[src/rtl/cprm_defines.svh]
// Named constants of the CPU programmer register model
`ifndef CPRM_DEFINES_SVH
`define CPRM_DEFINES_SVH

`define CPRM_CCR_RST 8'hD0
`define CPRM_BIT_S 7
`define CPRM_BIT_X 6
`define CPRM_BIT_H 5
`define CPRM_BIT_I 4
`define CPRM_BIT_N 3
`define CPRM_BIT_Z 2
`define CPRM_BIT_V 1
`define CPRM_BIT_C 0
`define CPRM_FLAG_H 4
`define CPRM_ZERO8 8'h00
`define CPRM_ZERO16 16'h0000
`define CPRM_ZERO20 20'h00000
`define CPRM_BYTE_STEP 16'h0001
`define CPRM_WORD_STEP 16'h0002
`define CPRM_QUEUE_MIN 4'h3
`define CPRM_BCD_NINE 4'h9
`define CPRM_DAA_FIX 4'h6
`define CPRM_NIB_ZERO 4'h0

`endif

[src/rtl/cprm_pkg.sv]
// Types shared by the CPU programmer register model
package cprm_pkg;

  typedef enum logic [3:0] {
    DST_NONE = 4'h0,
    DST_A = 4'h1,
    DST_B = 4'h2,
    DST_D = 4'h3,
    DST_X = 4'h4,
    DST_Y = 4'h5,
    DST_SP = 4'h6,
    DST_PC = 4'h7,
    DST_CCR = 4'h8
  } cprm_dst_e;

  typedef enum logic [1:0] {
    BASE_X = 2'h0,
    BASE_Y = 2'h1,
    BASE_SP = 2'h2,
    BASE_PC = 2'h3
  } cprm_base_e;

  typedef enum logic [3:0] {
    OFS_C5 = 4'h0,
    OFS_C9 = 4'h1,
    OFS_C16 = 4'h2,
    OFS_ACC_A = 4'h3,
    OFS_ACC_B = 4'h4,
    OFS_ACC_D = 4'h5,
    OFS_PRE_DEC = 4'h6,
    OFS_PRE_INC = 4'h7,
    OFS_POST_DEC = 4'h8,
    OFS_POST_INC = 4'h9
  } cprm_ofs_e;

  typedef enum logic [3:0] {
    CND_ALWAYS = 4'h0,
    CND_NEVER = 4'h1,
    CND_HI = 4'h2,
    CND_LS = 4'h3,
    CND_CC = 4'h4,
    CND_CS = 4'h5,
    CND_NE = 4'h6,
    CND_EQ = 4'h7,
    CND_VC = 4'h8,
    CND_VS = 4'h9,
    CND_PL = 4'hA,
    CND_MI = 4'hB,
    CND_GE = 4'hC,
    CND_LT = 4'hD,
    CND_GT = 4'hE,
    CND_LE = 4'hF
  } cprm_cond_e;

  typedef struct packed {
    cprm_dst_e dst;
    logic byte_op;
    logic sign_ext;
    logic [15:0] data;
  } cprm_load_s;

  typedef struct packed {
    logic [4:0] mask;
    logic [4:0] value;
  } cprm_flag_s;

  typedef struct packed {
    logic req;
    cprm_base_e base;
    cprm_ofs_e mode;
    logic [15:0] constant;
    logic [2:0] step;
  } cprm_ea_s;

  typedef struct packed {
    logic push;
    logic pull;
    logic word;
    logic [15:0] data;
  } cprm_stack_s;

  typedef struct packed {
    logic start;
    logic [2:0] len;
    logic [3:0] queue_bytes;
  } cprm_fetch_s;

  typedef struct packed {
    logic eval;
    cprm_cond_e cond;
  } cprm_branch_s;

  typedef struct packed {
    logic load;
    logic add;
    logic [19:0] operand;
  } cprm_ext_s;

  typedef struct packed {
    logic write;
    logic read;
    logic word;
    logic [15:0] addr;
    logic [15:0] addr_lo;
    logic [7:0] byte0;
    logic [7:0] byte1;
  } cprm_mem_s;

endpackage

[src/rtl/cprm_add.sv]
// Parameterised wrap-around adder used for address and accumulator sums
`timescale 1ns/100ps
module cprm_add #(
  parameter int W = 16
) (
  input wire logic [W-1:0] a_i,
  input wire logic [W-1:0] b_i,
  output logic [W-1:0] sum_o
);

  // Wraps at 2**W; address space is circular
  assign sum_o = a_i + b_i;

endmodule

[src/rtl/cprm_regs.sv]
// CPU programmer register model: accumulators, index, stack, fetch counter, flags
`timescale 1ns/100ps
`include "cprm_defines.svh"
// ----------------------------------------------------------------------------
// How it works
// - Two separate 8-bit accumulators
// - Both accumulators act as one 16-bit word
// - Index base plus constant or accumulator
// - Stack pointer marks last used location
// - Stack pointer usable in all indexed forms
// - 16-bit counter holds next instruction address
// - Fetch counter refused for auto step forms
// - Flags: five status, two masks, stop disable
// - Half carry used for decimal adjust only
// - Branches test current N Z V C
// - Word high byte at lower address
// - Any byte address accessible singly
// - No alignment on words or instructions
// - Odd instruction lengths accepted
// - Start needs three queued bytes
// - Twenty-bit internal math register
// - Byte and word, signed and unsigned operands
// - Registers unreachable from the memory bus
// ----------------------------------------------------------------------------
module cprm_regs
  import cprm_pkg::*;
(
  input wire logic sys_clk_i,
  input wire logic reset_n_i,
  input wire cprm_load_s load_i,
  input wire cprm_flag_s flag_i,
  input wire logic daa_i,
  input wire cprm_ea_s ea_i,
  input wire cprm_stack_s stack_i,
  input wire cprm_fetch_s fetch_i,
  input wire cprm_branch_s branch_i,
  input wire cprm_ext_s ext_i,
  output logic [7:0] acc_a_o,
  output logic [7:0] acc_b_o,
  output logic [15:0] acc_d_o,
  output logic [15:0] idx_x_o,
  output logic [15:0] idx_y_o,
  output logic [15:0] stack_top_pointer_o,
  output logic [15:0] next_fetch_counter_o,
  output logic [7:0] condition_flags_register_o,
  output logic [19:0] ext_acc_o,
  output logic [15:0] ea_addr_o,
  output logic ea_valid_o,
  output logic ea_reject_o,
  output cprm_mem_s mem_o,
  output logic instr_go_o,
  output logic branch_taken_o
);

  // ----------------------------------------------------------------------------
  // State
  // ----------------------------------------------------------------------------
  // No bus port at all: software reaches these only through instructions
  logic [7:0] acc_a_reg, acc_a_next;
  logic [7:0] acc_b_reg, acc_b_next;
  logic [15:0] idx_x_reg, idx_x_next;
  logic [15:0] idx_y_reg, idx_y_next;
  logic [15:0] sp_reg, sp_next;
  logic [15:0] pc_reg, pc_next;
  logic [7:0] ccr_reg, ccr_next;
  logic [19:0] ext_reg, ext_next;
  logic [15:0] ea_addr_reg, ea_addr_next;
  logic ea_valid_reg, ea_valid_next;
  logic ea_reject_reg, ea_reject_next;
  cprm_mem_s mem_reg, mem_next;
  logic instr_go_reg, instr_go_next;
  logic taken_reg, taken_next;

  // ----------------------------------------------------------------------------
  // Operand shaping
  // ----------------------------------------------------------------------------
  logic [15:0] ld_word;
  logic [15:0] ea_base, ea_ofs, ea_amt, ea_sum;
  logic ea_auto, ea_pre, ea_dec, ea_rej;
  logic [15:0] st_ofs, st_sum, pc_ofs, pc_sum;
  logic [19:0] ext_sum;
  logic cond_met;
  logic lo_fix, hi_fix;
  logic [7:0] daa_corr, daa_sum;

  always_comb
  begin
    // Byte operands widen by sign or zero extension
    ld_word = load_i.data;
    if (load_i.byte_op)
      ld_word = load_i.sign_ext ? {{8{load_i.data[7]}}, load_i.data[7:0]} : {`CPRM_ZERO8, load_i.data[7:0]};
  end

  always_comb
  begin
    case (ea_i.base)
      BASE_X: ea_base = idx_x_reg;
      BASE_Y: ea_base = idx_y_reg;
      BASE_SP: ea_base = sp_reg;
      BASE_PC: ea_base = pc_reg;
      default: ea_base = idx_x_reg;
    endcase
    ea_pre = (ea_i.mode == OFS_PRE_DEC) || (ea_i.mode == OFS_PRE_INC);
    ea_auto = ea_pre || (ea_i.mode == OFS_POST_DEC) || (ea_i.mode == OFS_POST_INC);
    ea_dec = (ea_i.mode == OFS_PRE_DEC) || (ea_i.mode == OFS_POST_DEC);
    ea_rej = ea_auto && (ea_i.base == BASE_PC);
    // Step field holds n-1, so 1 to 8
    ea_amt = {13'h0, ea_i.step} + `CPRM_BYTE_STEP;
    case (ea_i.mode)
      OFS_C5: ea_ofs = {{11{ea_i.constant[4]}}, ea_i.constant[4:0]};
      OFS_C9: ea_ofs = {{7{ea_i.constant[8]}}, ea_i.constant[8:0]};
      OFS_C16: ea_ofs = ea_i.constant;
      OFS_ACC_A: ea_ofs = {`CPRM_ZERO8, acc_a_reg};
      OFS_ACC_B: ea_ofs = {`CPRM_ZERO8, acc_b_reg};
      OFS_ACC_D: ea_ofs = {acc_a_reg, acc_b_reg};
      default: ea_ofs = ea_dec ? (~ea_amt + `CPRM_BYTE_STEP) : ea_amt;
    endcase
  end

  cprm_add #(.W(16)) u_ea_add (
    .a_i(ea_base),
    .b_i(ea_ofs),
    .sum_o(ea_sum)
  );

  // Push subtracts before the store, pull adds after the read
  always_comb
  begin
    st_ofs = stack_i.word ? `CPRM_WORD_STEP : `CPRM_BYTE_STEP;
    if (stack_i.push)
      st_ofs = ~st_ofs + `CPRM_BYTE_STEP;
    pc_ofs = {13'h0, fetch_i.len};
  end

  cprm_add #(.W(16)) u_st_add (
    .a_i(sp_reg),
    .b_i(st_ofs),
    .sum_o(st_sum)
  );
  cprm_add #(.W(16)) u_pc_add (
    .a_i(pc_reg),
    .b_i(pc_ofs),
    .sum_o(pc_sum)
  );
  cprm_add #(.W(20)) u_ext_add (
    .a_i(ext_reg),
    .b_i(ext_i.operand),
    .sum_o(ext_sum)
  );

  // Branch test on flags as the last flag-setting operation left them
  always_comb
  begin
    case (branch_i.cond)
      CND_ALWAYS: cond_met = 1'b1;
      CND_NEVER: cond_met = 1'b0;
      CND_HI: cond_met = !(ccr_reg[`CPRM_BIT_C] || ccr_reg[`CPRM_BIT_Z]);
      CND_LS: cond_met = ccr_reg[`CPRM_BIT_C] || ccr_reg[`CPRM_BIT_Z];
      CND_CC: cond_met = !ccr_reg[`CPRM_BIT_C];
      CND_CS: cond_met = ccr_reg[`CPRM_BIT_C];
      CND_NE: cond_met = !ccr_reg[`CPRM_BIT_Z];
      CND_EQ: cond_met = ccr_reg[`CPRM_BIT_Z];
      CND_VC: cond_met = !ccr_reg[`CPRM_BIT_V];
      CND_VS: cond_met = ccr_reg[`CPRM_BIT_V];
      CND_PL: cond_met = !ccr_reg[`CPRM_BIT_N];
      CND_MI: cond_met = ccr_reg[`CPRM_BIT_N];
      CND_GE: cond_met = !(ccr_reg[`CPRM_BIT_N] ^ ccr_reg[`CPRM_BIT_V]);
      CND_LT: cond_met = ccr_reg[`CPRM_BIT_N] ^ ccr_reg[`CPRM_BIT_V];
      CND_GT: cond_met = !(ccr_reg[`CPRM_BIT_Z] || (ccr_reg[`CPRM_BIT_N] ^ ccr_reg[`CPRM_BIT_V]));
      CND_LE: cond_met = ccr_reg[`CPRM_BIT_Z] || (ccr_reg[`CPRM_BIT_N] ^ ccr_reg[`CPRM_BIT_V]);
      default: cond_met = 1'b0;
    endcase
  end

  // Half carry has no other consumer than the decimal adjust
  always_comb
  begin
    lo_fix = ccr_reg[`CPRM_BIT_H] || (acc_a_reg[3:0] > `CPRM_BCD_NINE);
    hi_fix = ccr_reg[`CPRM_BIT_C] || (acc_a_reg[7:4] > `CPRM_BCD_NINE)
      || ((acc_a_reg[7:4] == `CPRM_BCD_NINE) && (acc_a_reg[3:0] > `CPRM_BCD_NINE));
    daa_corr = {hi_fix ? `CPRM_DAA_FIX : `CPRM_NIB_ZERO, lo_fix ? `CPRM_DAA_FIX : `CPRM_NIB_ZERO};
    daa_sum = acc_a_reg + daa_corr;
  end

  // ----------------------------------------------------------------------------
  // Next state; later sources win: fetch, load, flags, adjust, index, stack
  // ----------------------------------------------------------------------------
  always_comb
  begin
    acc_a_next = acc_a_reg;
    acc_b_next = acc_b_reg;
    idx_x_next = idx_x_reg;
    idx_y_next = idx_y_reg;
    sp_next = sp_reg;
    pc_next = pc_reg;
    ccr_next = ccr_reg;
    ext_next = ext_reg;
    ea_addr_next = ea_addr_reg;
    mem_next = mem_reg;
    mem_next.write = 1'b0;
    mem_next.read = 1'b0;
    // Any length from one byte up advances the counter
    instr_go_next = fetch_i.start && (fetch_i.queue_bytes >= `CPRM_QUEUE_MIN);
    if (instr_go_next)
      pc_next = pc_sum;
    case (load_i.dst)
      DST_A: acc_a_next = load_i.data[7:0];
      DST_B: acc_b_next = load_i.data[7:0];
      DST_D: {acc_a_next, acc_b_next} = ld_word;
      DST_X: idx_x_next = ld_word;
      DST_Y: idx_y_next = ld_word;
      DST_SP: sp_next = ld_word;
      DST_PC: pc_next = ld_word;
      DST_CCR: ccr_next = load_i.data[7:0];
      default: ;
    endcase
    // Mask bits S, X, I change only by a whole flags load
    ccr_next[3:0] = (ccr_next[3:0] & ~flag_i.mask[3:0]) | (flag_i.value[3:0] & flag_i.mask[3:0]);
    if (flag_i.mask[`CPRM_FLAG_H])
      ccr_next[`CPRM_BIT_H] = flag_i.value[`CPRM_FLAG_H];
    if (daa_i)
    begin
      acc_a_next = daa_sum;
      ccr_next[`CPRM_BIT_C] = ccr_reg[`CPRM_BIT_C] || hi_fix;
      ccr_next[`CPRM_BIT_N] = daa_sum[7];
      ccr_next[`CPRM_BIT_Z] = (daa_sum == `CPRM_ZERO8);
    end
    if (ea_i.req && !ea_rej)
    begin
      ea_addr_next = (ea_auto && !ea_pre) ? ea_base : ea_sum;
      if (ea_auto)
        case (ea_i.base)
          BASE_X: idx_x_next = ea_sum;
          BASE_Y: idx_y_next = ea_sum;
          BASE_SP: sp_next = ea_sum;
          default: ;
        endcase
    end
    ea_valid_next = ea_i.req && !ea_rej;
    ea_reject_next = ea_i.req && ea_rej;
    if (stack_i.push)
    begin
      sp_next = st_sum;
      mem_next.write = 1'b1;
      mem_next.word = stack_i.word;
      mem_next.addr = st_sum;
      mem_next.byte0 = stack_i.word ? stack_i.data[15:8] : stack_i.data[7:0];
      mem_next.byte1 = stack_i.data[7:0];
    end
    else if (stack_i.pull)
    begin
      sp_next = st_sum;
      mem_next.read = 1'b1;
      mem_next.word = stack_i.word;
      mem_next.addr = sp_reg;
    end
    // Second byte of a word sits at the next address, odd or even
    mem_next.addr_lo = mem_next.addr + `CPRM_BYTE_STEP;
    taken_next = branch_i.eval && cond_met;
    if (ext_i.load)
      ext_next = ext_i.operand;
    else if (ext_i.add)
      ext_next = ext_sum;
  end

  always_ff @(posedge sys_clk_i)
  begin
    if (!reset_n_i)
    begin
      acc_a_reg <= `CPRM_ZERO8;
      acc_b_reg <= `CPRM_ZERO8;
      idx_x_reg <= `CPRM_ZERO16;
      idx_y_reg <= `CPRM_ZERO16;
      sp_reg <= `CPRM_ZERO16;
      pc_reg <= `CPRM_ZERO16;
      ccr_reg <= `CPRM_CCR_RST;
      ext_reg <= `CPRM_ZERO20;
      ea_addr_reg <= `CPRM_ZERO16;
      ea_valid_reg <= 1'b0;
      ea_reject_reg <= 1'b0;
      mem_reg <= '0;
      instr_go_reg <= 1'b0;
      taken_reg <= 1'b0;
    end
    else
    begin
      acc_a_reg <= acc_a_next;
      acc_b_reg <= acc_b_next;
      idx_x_reg <= idx_x_next;
      idx_y_reg <= idx_y_next;
      sp_reg <= sp_next;
      pc_reg <= pc_next;
      ccr_reg <= ccr_next;
      ext_reg <= ext_next;
      ea_addr_reg <= ea_addr_next;
      ea_valid_reg <= ea_valid_next;
      ea_reject_reg <= ea_reject_next;
      mem_reg <= mem_next;
      instr_go_reg <= instr_go_next;
      taken_reg <= taken_next;
    end
  end

  // ----------------------------------------------------------------------------
  // Outputs
  // ----------------------------------------------------------------------------
  assign acc_a_o = acc_a_reg;
  assign acc_b_o = acc_b_reg;
  assign acc_d_o = {acc_a_reg, acc_b_reg};
  assign idx_x_o = idx_x_reg;
  assign idx_y_o = idx_y_reg;
  assign stack_top_pointer_o = sp_reg;
  assign next_fetch_counter_o = pc_reg;
  assign condition_flags_register_o = ccr_reg;
  assign ext_acc_o = ext_reg;
  assign ea_addr_o = ea_addr_reg;
  assign ea_valid_o = ea_valid_reg;
  assign ea_reject_o = ea_reject_reg;
  assign mem_o = mem_reg;
  assign instr_go_o = instr_go_reg;
  assign branch_taken_o = taken_reg;
endmodule
[config.mk]
export PLATFORM = sky130hd
export DESIGN_NAME = cprm_regs
export DESIGN_NICKNAME = d
export VERILOG_FILES = /design/src/rtl/cprm_pkg.sv /design/src/rtl/cprm_add.sv /design/src/rtl/cprm_regs.sv
export VERILOG_INCLUDE_DIRS = /design/src /design/src/rtl
export SDC_FILE = /design/constraint.sdc
export NUM_CORES = 1
export LEC_CHECK = 0
export BUFFER_PORTS_ARGS = -buffer_cell sky130_fd_sc_hd__buf_2
export CORE_MARGIN = 1
export CORE_UTILIZATION = 45
export DETAILED_ROUTE_END_ITERATION = 8
export PLACE_DENSITY = 0.67
export SYNTH_ARGS = -nofsm -noshare
export SYNTH_HDL_FRONTEND = slang
export SYNTH_SLANG_ARGS = --single-unit
[constraint.sdc]
create_clock -name sys_clk_i -period 5.9 [get_ports sys_clk_i]
set_input_delay 0.59 -clock sys_clk_i [delete_from_list [all_inputs] [get_ports sys_clk_i]]
set_output_delay 0.59 -clock sys_clk_i [all_outputs]
set_load 0.02 [all_outputs]
== Word level (Yosys, flattened, before mapping) ==
Cells that the tools add are included.

* Output and inout port bits: 195
* Latch bits: 0
* Register bits after elaboration: 179
* Input bits: 115
* RAM bits: 0
* Bits in read-only memories: 0
* Memories: 0
* Logic and storage cells: 155

* Div/mod/pow operators: 0
* Multiply operators: 0
* Reduce and logical (&&, ||, !) cells: 37
* $lt $le $gt $ge: 3
* Eq/ne operators: 36
* Bitwise operators: 8
* $add $sub $neg: 9
* Mux-type cells: 40
* Shifts and indexed selects: 0

{| class="wikitable"
|+ Operators by type and width
! operator !! count
|-
| $mux 16 || 21
|-
| $pmux 16 s6 || 1
|-
| $pmux 16 s4 || 1
|-
| $add 16x1->16 const B || 3
|-
| $eq 4x3->1 const B || 12
|-
| $eq 4x4->1 const B || 12
|-
| $mux 20 || 2
|-
| $add 16x16->16 || 2
|-
| $pmux 8 s2 || 2
|-
| $eq 4x2->1 const B || 6
|-
| $add 20x20->20 || 1
|-
| $mux 18 || 1
|-
| $mux 17 || 1
|-
| $add 16x3->16 || 1
|-
| $mux 8 || 2
|-
| $not 2->16 || 1
|-
| $not 4->16 || 1
|-
| $pmux 1 s16 || 1
|-
| $eq 4x1->1 const B || 3
|-
| $logic_or 1x1->1 || 10
|-
| $reduce_bool 2->1 || 5
|-
| $logic_not 1->1 || 9
|-
| $add 8x7->8 || 1
|-
| $and 4x4->4 || 2
|-
| other kinds (19) || 32
|}

== Logic depth before layout (Yosys ltp) ==
* Depth after elaboration: 11
* Depth in mapped cells: 18
* Gate-level depth less buffers: 16

== By module ==
Synthesis repeated with hierarchy kept, for this count alone.

* Cell total of the unflattened synthesis: 1530
* Area, all modules: 12817.3 um^2

{| class="wikitable"
|+ Modules (own cells, without submodules)
! module !! cells an instance !! area each (um^2) !! instances
|-
| cprm_regs || 1092 || 9492.9 || 1
|-
| cprm_add (u_ext_add) || 132 || 1001.0 || 1
|-
| cprm_add (u_pc_add) || 107 || 853.3 || 1
|-
| cprm_add (u_st_add) || 101 || 745.7 || 1
|-
| cprm_add (u_ea_add) || 98 || 724.4 || 1
|}

== Worst setup path after synthesis ==
Ideal clock, no wire load.

* Path type: input to register
* Start point: in ea_i[23] in the netlist's numbering
* End point: reg sp_reg[14] (netlist: stack_top_pointer_o[14])
* Data required time: 5.784 ns
* Slack: 1.939 ns
* Library setup time: 0.116 ns
* Path buffers: 1
* Arrival time: 3.845 ns
* Stages on the path: 13
* Cell sequence: buf_1 > mux4_2 > ha_1 > fa_1 > a21o_1 > a21oi_1 > o21a_1 > o21ai_0 > a31oi_1 > o21ai_0 > xnor2_1 > o21ai_0 > and3_1

* Word-level cells in the longest chain between the ends: 8
* Elaborated cells between the ends (all ways): 14
* Classes of those cells: 1 x add/sub; 3 x eq/ne; 6 x mux; 4 x reduce/logical

{| class="wikitable"
|+ Ends and longest elaborated chain
! what !! line !! source
|-
| start, declared || cprm_regs.sv:33 || <nowiki>input wire cprm_ea_s ea_i,</nowiki>
|-
| $eq 2x2->1, or another cell as far along || cprm_regs.sv:96, cprm_regs.sv:106 ||
|-
| $pmux 16 s4 || cprm_regs.sv:96 || <nowiki>case (ea_i.base)</nowiki>
|-
| $add 16x16->16 || cprm_add.sv:12 || <nowiki>assign sum_o = a_i + b_i;</nowiki>
|-
| $mux 16 || cprm_regs.sv:232 || <nowiki>case (ea_i.base)</nowiki>
|-
| $mux 16 || cprm_regs.sv:231 || <nowiki>if (ea_auto)</nowiki>
|-
| $mux 16 * || cprm_regs.sv:228 || <nowiki>if (ea_i.req && !ea_rej)</nowiki>
|-
| $mux 16 * || cprm_regs.sv:250 || <nowiki>else if (stack_i.pull)</nowiki>
|-
| $mux 16 * || cprm_regs.sv:241 || <nowiki>if (stack_i.push)</nowiki>
|-
| end signal, assigned || cprm_regs.sv:274 || <nowiki>sp_reg <= `CPRM_ZERO16;</nowiki>
|-
| end signal, assigned || cprm_regs.sv:291 || <nowiki>sp_reg <= sp_next;</nowiki>
|-
| end, declared || cprm_regs.sv:63 || <nowiki>logic [15:0] sp_reg, sp_next;</nowiki>
|}

Every way passes the cells marked *; elsewhere a longest branch is shown, timed or not.
A chain may end at the register's enable or synchronous reset.

== Final worst setup path ==
* Start point: in ea_i[22] in the netlist's numbering
* End point: reg sp_reg[15] (netlist: stack_top_pointer_o[15])

* Word-level cells in the longest chain between the ends: 10
* Elaborated cells between the ends (all ways): 25
* Classes of those cells: 1 x add/sub; 9 x eq/ne; 7 x mux; 8 x reduce/logical

{| class="wikitable"
|+ Ends and longest elaborated chain
! what !! line
|-
| $eq 4x3->1, or another cell as far along || cprm_regs.sv:103, cprm_regs.sv:105
|-
| $logic_or 1x1->1, on equally long branches || cprm_regs.sv:105, cprm_regs.sv:103
|-
| $mux 16 or $logic_or 1x1->1 (tied branches) || cprm_regs.sv:116, cprm_regs.sv:104
|-
| $pmux 16 s6 or $logic_or 1x1->1 (tied branches) || cprm_regs.sv:109, cprm_regs.sv:104
|-
| $add 16x16->16 or $logic_and 1x1->1 (tied branches) || cprm_add.sv:12, cprm_regs.sv:106
|-
| $mux 16 or $logic_not 1->1 (tied branches) || cprm_regs.sv:232, cprm_regs.sv:228
|-
| $mux 16 or $logic_and 1x1->1 (tied branches) || cprm_regs.sv:231, cprm_regs.sv:228
|-
| $mux 16 * || cprm_regs.sv:228
|-
| $mux 16 * || cprm_regs.sv:250
|-
| $mux 16 * || cprm_regs.sv:241
|}

Marks and branches as above.

==> results by group <==
Logic synthesis
  – Most frequent cells after synthesis: sky130_fd_sc_hd__nor2_1 (200), sky130_fd_sc_hd__dfxtp_1 (179), sky130_fd_sc_hd__a21oi_1 (133)
  – Sequential cell area fraction in the yosys report: slightly below 30%
  – Top cell type's share of synthesized area: 29.6%
  – Synth Instances: 1477
  – Average cell area after synthesis: between 8 and 9 µm²
  – Post-synthesis async set-or-reset flop share: 0%
  – Cell area after synthesis: 12100 µm²
  – Synth warnings: 0
  – Count of distinct cell types in the synthesized netlist: around 90
  – Cell taking the most area after synthesis: sky130_fd_sc_hd__dfxtp_1
  – Number of enable-type register cells in the synthesized netlist: 0
  – Syn nets: around 1700
  – Flops & latches, synth: 179
  – Dominant register cell in the synthesized netlist: sky130_fd_sc_hd__dfxtp_1
  – Library cell with the highest instance count after synthesis: sky130_fd_sc_hd__nor2_1
  – Ranking of synthesized cells by area: sky130_fd_sc_hd__dfxtp_1 (30%), sky130_fd_sc_hd__nor2_1 (6.2%), sky130_fd_sc_hd__ha_1 (6.1%)

Floorplan
  – Overall die height: 166 µm
  – I/O pin count: between 300 and 400
  – Row count: 59
  – Starting density of the core: 46.2%
  – Core footprint: 26200 µm²
  – Die Footprint: 27600 µm²
  – Horiz. Die Dim: 166 µm

Drt
  – DRC viols: 23
  – DRT Pass-1 Iters: 9
  – Detail Route Antenna Nets: 0
  – Drt via density: about 5.9
  – DRT Wirelength: 41.2 mm
  – Total vias in the final route: 12200
  – Detail-routed net length per standard cell: between 20 and 25 µm
  – DRC marker count from the first detailed-route iteration: roughly 1100

Pwr
  – Leakage power total: approximately 6.3 nW
  – Net switching fraction of the power: 39.6%
  – Part of the power in registers: 35.3%
  – Total power after layout: 0.00416 W
  – Internal: 0.00251 W
  – Logic gate share of total power: 35.9%
  – Clk pwr share: 28.8%
  – Power density over the cells: 292 nW/µm²
  – Switching power: 0.00165 W
  – Worst IR Drop VDD: 0.224 mV

Global route
  – Overflow left after global routing: 0
  – Global-route wire length before repair: approximately 63 mm
  – Via count of the first global-routing pass: 11100
  – Initial antenna violation count: 1
  – Largest net degree at the start of global routing: 80
  – Total GRT Usage: 29.3%

STA
  – Final total negative setup slack: 0 ns
  – Headroom to the max-slew limit: 19.4%
  – Final count of negative-setup-slack endpoints: 0
  – Final hold viol count: 0
  – Timing-limited maximum frequency: 234 MHz
  – Shortest clock period the worst path allows after layout: 4.28 ns
  – Final critical-path share of the clock period: between 70% and 80%
  – Number of max-slew violations in the final report: 0
  – Pin slew with the least headroom to its limit: about 1.2 ns
  – Final worst clock skew: ~0.015 ns
  – RSZ-0062 raised after global routing: no

Cells and area
  – Net count, final: around 1900
  – Post-Layout Cell Count: 2056
  – Area of all sequential standard cells: 3580 µm²
  – Fill cell count: between 2000 and 3000
  – Multi-input logic area: between 7000 and 8000 µm²
  – Area overhead of the layout relative to synthesis: 17.6%
  – Layout cell share with drive strength beyond 1: approximately a quarter
  – Post-layout util: 54.4%

Critical path
  – Launch point of the critical path: ea_i[22]
  – Reg2reg end: stack_top_pointer_o[15]
  – Data arrival time of the critical path: 4.60 ns
  – Type of the worst setup path: in2reg
  – Path depth of the worst reg2reg path: 13
  – Kind of end point of the critical path: flop
  – Flop2flop setup slack: approximately 2.1 ns
  – End point of the critical path: stack_top_pointer_o[15]
  – Type of element launching the critical path: input pin
  – Launching point of the worst reg2reg path: acc_a_o[3]
  – Required time reported for the critical path endpoint: 6.22 ns
  – Largest driver fanout on the critical path: 19

Clocking
  – # hold bufs at CTS: 0
  – Clock latency on the worst-skew pair: 0.44 ns
  – Number of buffers created by CTS: 17
  – Count of H-tree levels built during CTS: 4
  – Clock tree from TritonCTS: done
  – Count of instances resized after the clock tree is built: 0
  – Post-CTS setup buffers: 0
  – Clock tree root buffer cell: sky130_fd_sc_hd__clkbuf_16
  – Clk buf depth: 2
  – Register clock-pin slew on the reported worst setup and hold paths: ~0.080 ns
  – TritonCTS sink count: 179

Placement
  – Final HPWL DP: roughly 30 mm
  – Gp weighted congestion: roughly 0.93
  – Instance count after placement with tap cells included: a little over 2000
  – Number of port buffers: 309

Run status
  – Violated checks: design-rule violations
  – Result of the run: complete, but fails checks

Hold path
  – Hold path startpoint: flag_i[1]
  – Type of the worst min-delay path: in2reg

Job
  – Max Cap Viol: 0
[worst max-delay path, cell delays in order]
cell and delay [ns]:
sky130_fd_sc_hd__buf_2 0.25, sky130_fd_sc_hd__nor3b_4 0.22, sky130_fd_sc_hd__buf_4 0.27, sky130_fd_sc_hd__a21oi_1 0.13
sky130_fd_sc_hd__nor3_1 0.25, sky130_fd_sc_hd__xor2_1 0.18, sky130_fd_sc_hd__o22a_1 0.22, sky130_fd_sc_hd__ha_1 0.26
sky130_fd_sc_hd__a211oi_1 0.25, sky130_fd_sc_hd__o21bai_1 0.14, sky130_fd_sc_hd__o311a_1 0.34, sky130_fd_sc_hd__a211oi_1 0.41
sky130_fd_sc_hd__o21ai_0 0.18, sky130_fd_sc_hd__a21oi_1 0.21, sky130_fd_sc_hd__xnor2_1 0.26, sky130_fd_sc_hd__nor2_1 0.09
sky130_fd_sc_hd__o311a_1 0.35
[stage by stage]
| stage | hold WS, ns | setup WS (ns) | area [µm²] |
|---|---|---|---|
| after floorplan | 0.527 | 1.94 | 12100 |
| after global routing | 0.380 | 1.38 | 14200 |
| after global placement | 0.453 | 1.31 | 13600 |
| after CTS | 0.366 | 1.72 | 14200 |
| after detailed placement | 0.457 | 1.26 | 13600 |
| final | 0.376 | 1.62 | 14200 |
[sequential cells by signal, indices dropped and copies added, names as in the netlist, named ones only]
signal	cells
idx_x_o	16
ea_reject_o	1
ext_acc_o	20
branch_taken_o	1
instr_go_o	1
mem_o	51
stack_top_pointer_o	16
acc_a_o	8
condition_flags_register_o	4
next_fetch_counter_o	16
idx_y_o	16
ea_valid_o	1
ea_addr_o	16
acc_b_o	8
[worst min path at each step]
stage                                    endpoint  cells past startpoint
finish                                       flop                      3
global route        condition_flags_register_o[5]                      3
CTS                                          flop                      3
detailed placement  condition_flags_register_o[4]                      2
global placement    condition_flags_register_o[6]                      2
floorplan                           ea_addr_o[15]                      2
[metal layers]
| layer | global-route usage [%] | vias to the layer above | share of wire [%] |
|---|---|---|---|
| met5 | 0 | - | 0 |
| met4 | 9.87 | 0 | 2.7 |
| met3 | 5.93 | 65 | 8.4 |
| met2 | 44.6 | 550 | 44 |
| met1 | 41.0 | 5724 | 45 |
| li1 | - | 5852 | - |
[power groups by stage]
stage / Sequential, W / Clock (W) / Combinational (W)
final: 0.00147 / 0.00120 / 0.00149
after global routing: 0.00148 / 0.00127 / 0.00163
after CTS: 0.00146 / 0.00122 / 0.00148
after detailed placement: 0.00149 / 0 / 0.00147
after global placement: 0.00149 / 0 / 0.00145
after floorplan: 0.00159 / 0 / 0.000918
[layout by cell type, fill, tap and decap left out, types with 13 or more instances in the layout]
cell | netlist | final
sky130_fd_sc_hd__nand2_1 | 123 | 123
sky130_fd_sc_hd__buf_2 | 4 | 309
sky130_fd_sc_hd__o211ai_1 | 19 | 19
sky130_fd_sc_hd__o21a_1 | 18 | 18
sky130_fd_sc_hd__xnor2_1 | 38 | 38
sky130_fd_sc_hd__nand3_1 | 23 | 23
sky130_fd_sc_hd__a211oi_1 | 72 | 72
sky130_fd_sc_hd__o21ai_0 | 62 | 62
sky130_fd_sc_hd__a21o_1 | 19 | 19
sky130_fd_sc_hd__nor3_1 | 31 | 31
sky130_fd_sc_hd__dfxtp_1 | 179 | 179
sky130_fd_sc_hd__clkbuf_16 | 0 | 17
sky130_fd_sc_hd__mux2i_1 | 73 | 73
sky130_fd_sc_hd__nor2_1 | 200 | 199
sky130_fd_sc_hd__inv_1 | 27 | 26
sky130_fd_sc_hd__nor2b_1 | 17 | 17
sky130_fd_sc_hd__a311oi_1 | 13 | 13
sky130_fd_sc_hd__a31oi_1 | 14 | 14
sky130_fd_sc_hd__nand2b_1 | 13 | 13
sky130_fd_sc_hd__a22oi_1 | 14 | 14
sky130_fd_sc_hd__a21oi_1 | 133 | 133
sky130_fd_sc_hd__ha_1 | 59 | 59
sky130_fd_sc_hd__xor2_1 | 27 | 27
sky130_fd_sc_hd__and2_1 | 16 | 16
sky130_fd_sc_hd__mux4_2 | 16 | 16
[logic make-up (layout without fill, tap and decap cells)]
logic type	Yosys count	after routing	share of synthesized area, %
AO/OA/AOI/OAI	442	442	24.6
XOR/XNOR	65	65	4.70
adder cells (fa/ha/maj)	64	64	6.92
buffers and inverters	133	376	5.15
flip-flops	179	179	29.6
multiplexers	97	97	9.75
other	0	1	0
AND/OR/NAND/NOR	497	497	19.3
[cell type report]
| class | count | area share (%) |
|---|---|---|
| antenna | 1 | 0.0176 |
| tap | 335 | 2.94 |
| timing repair buffer | 317 | 11.3 |
| sequential | 179 | 25.2 |
| clock inverter | 15 | 1.29 |
| inverter | 27 | 0.729 |
| multi-input combinational | 1165 | 55.6 |
| clock buffer | 17 | 2.99 |
Note: power is estimated with default switching activity, not from simulation.
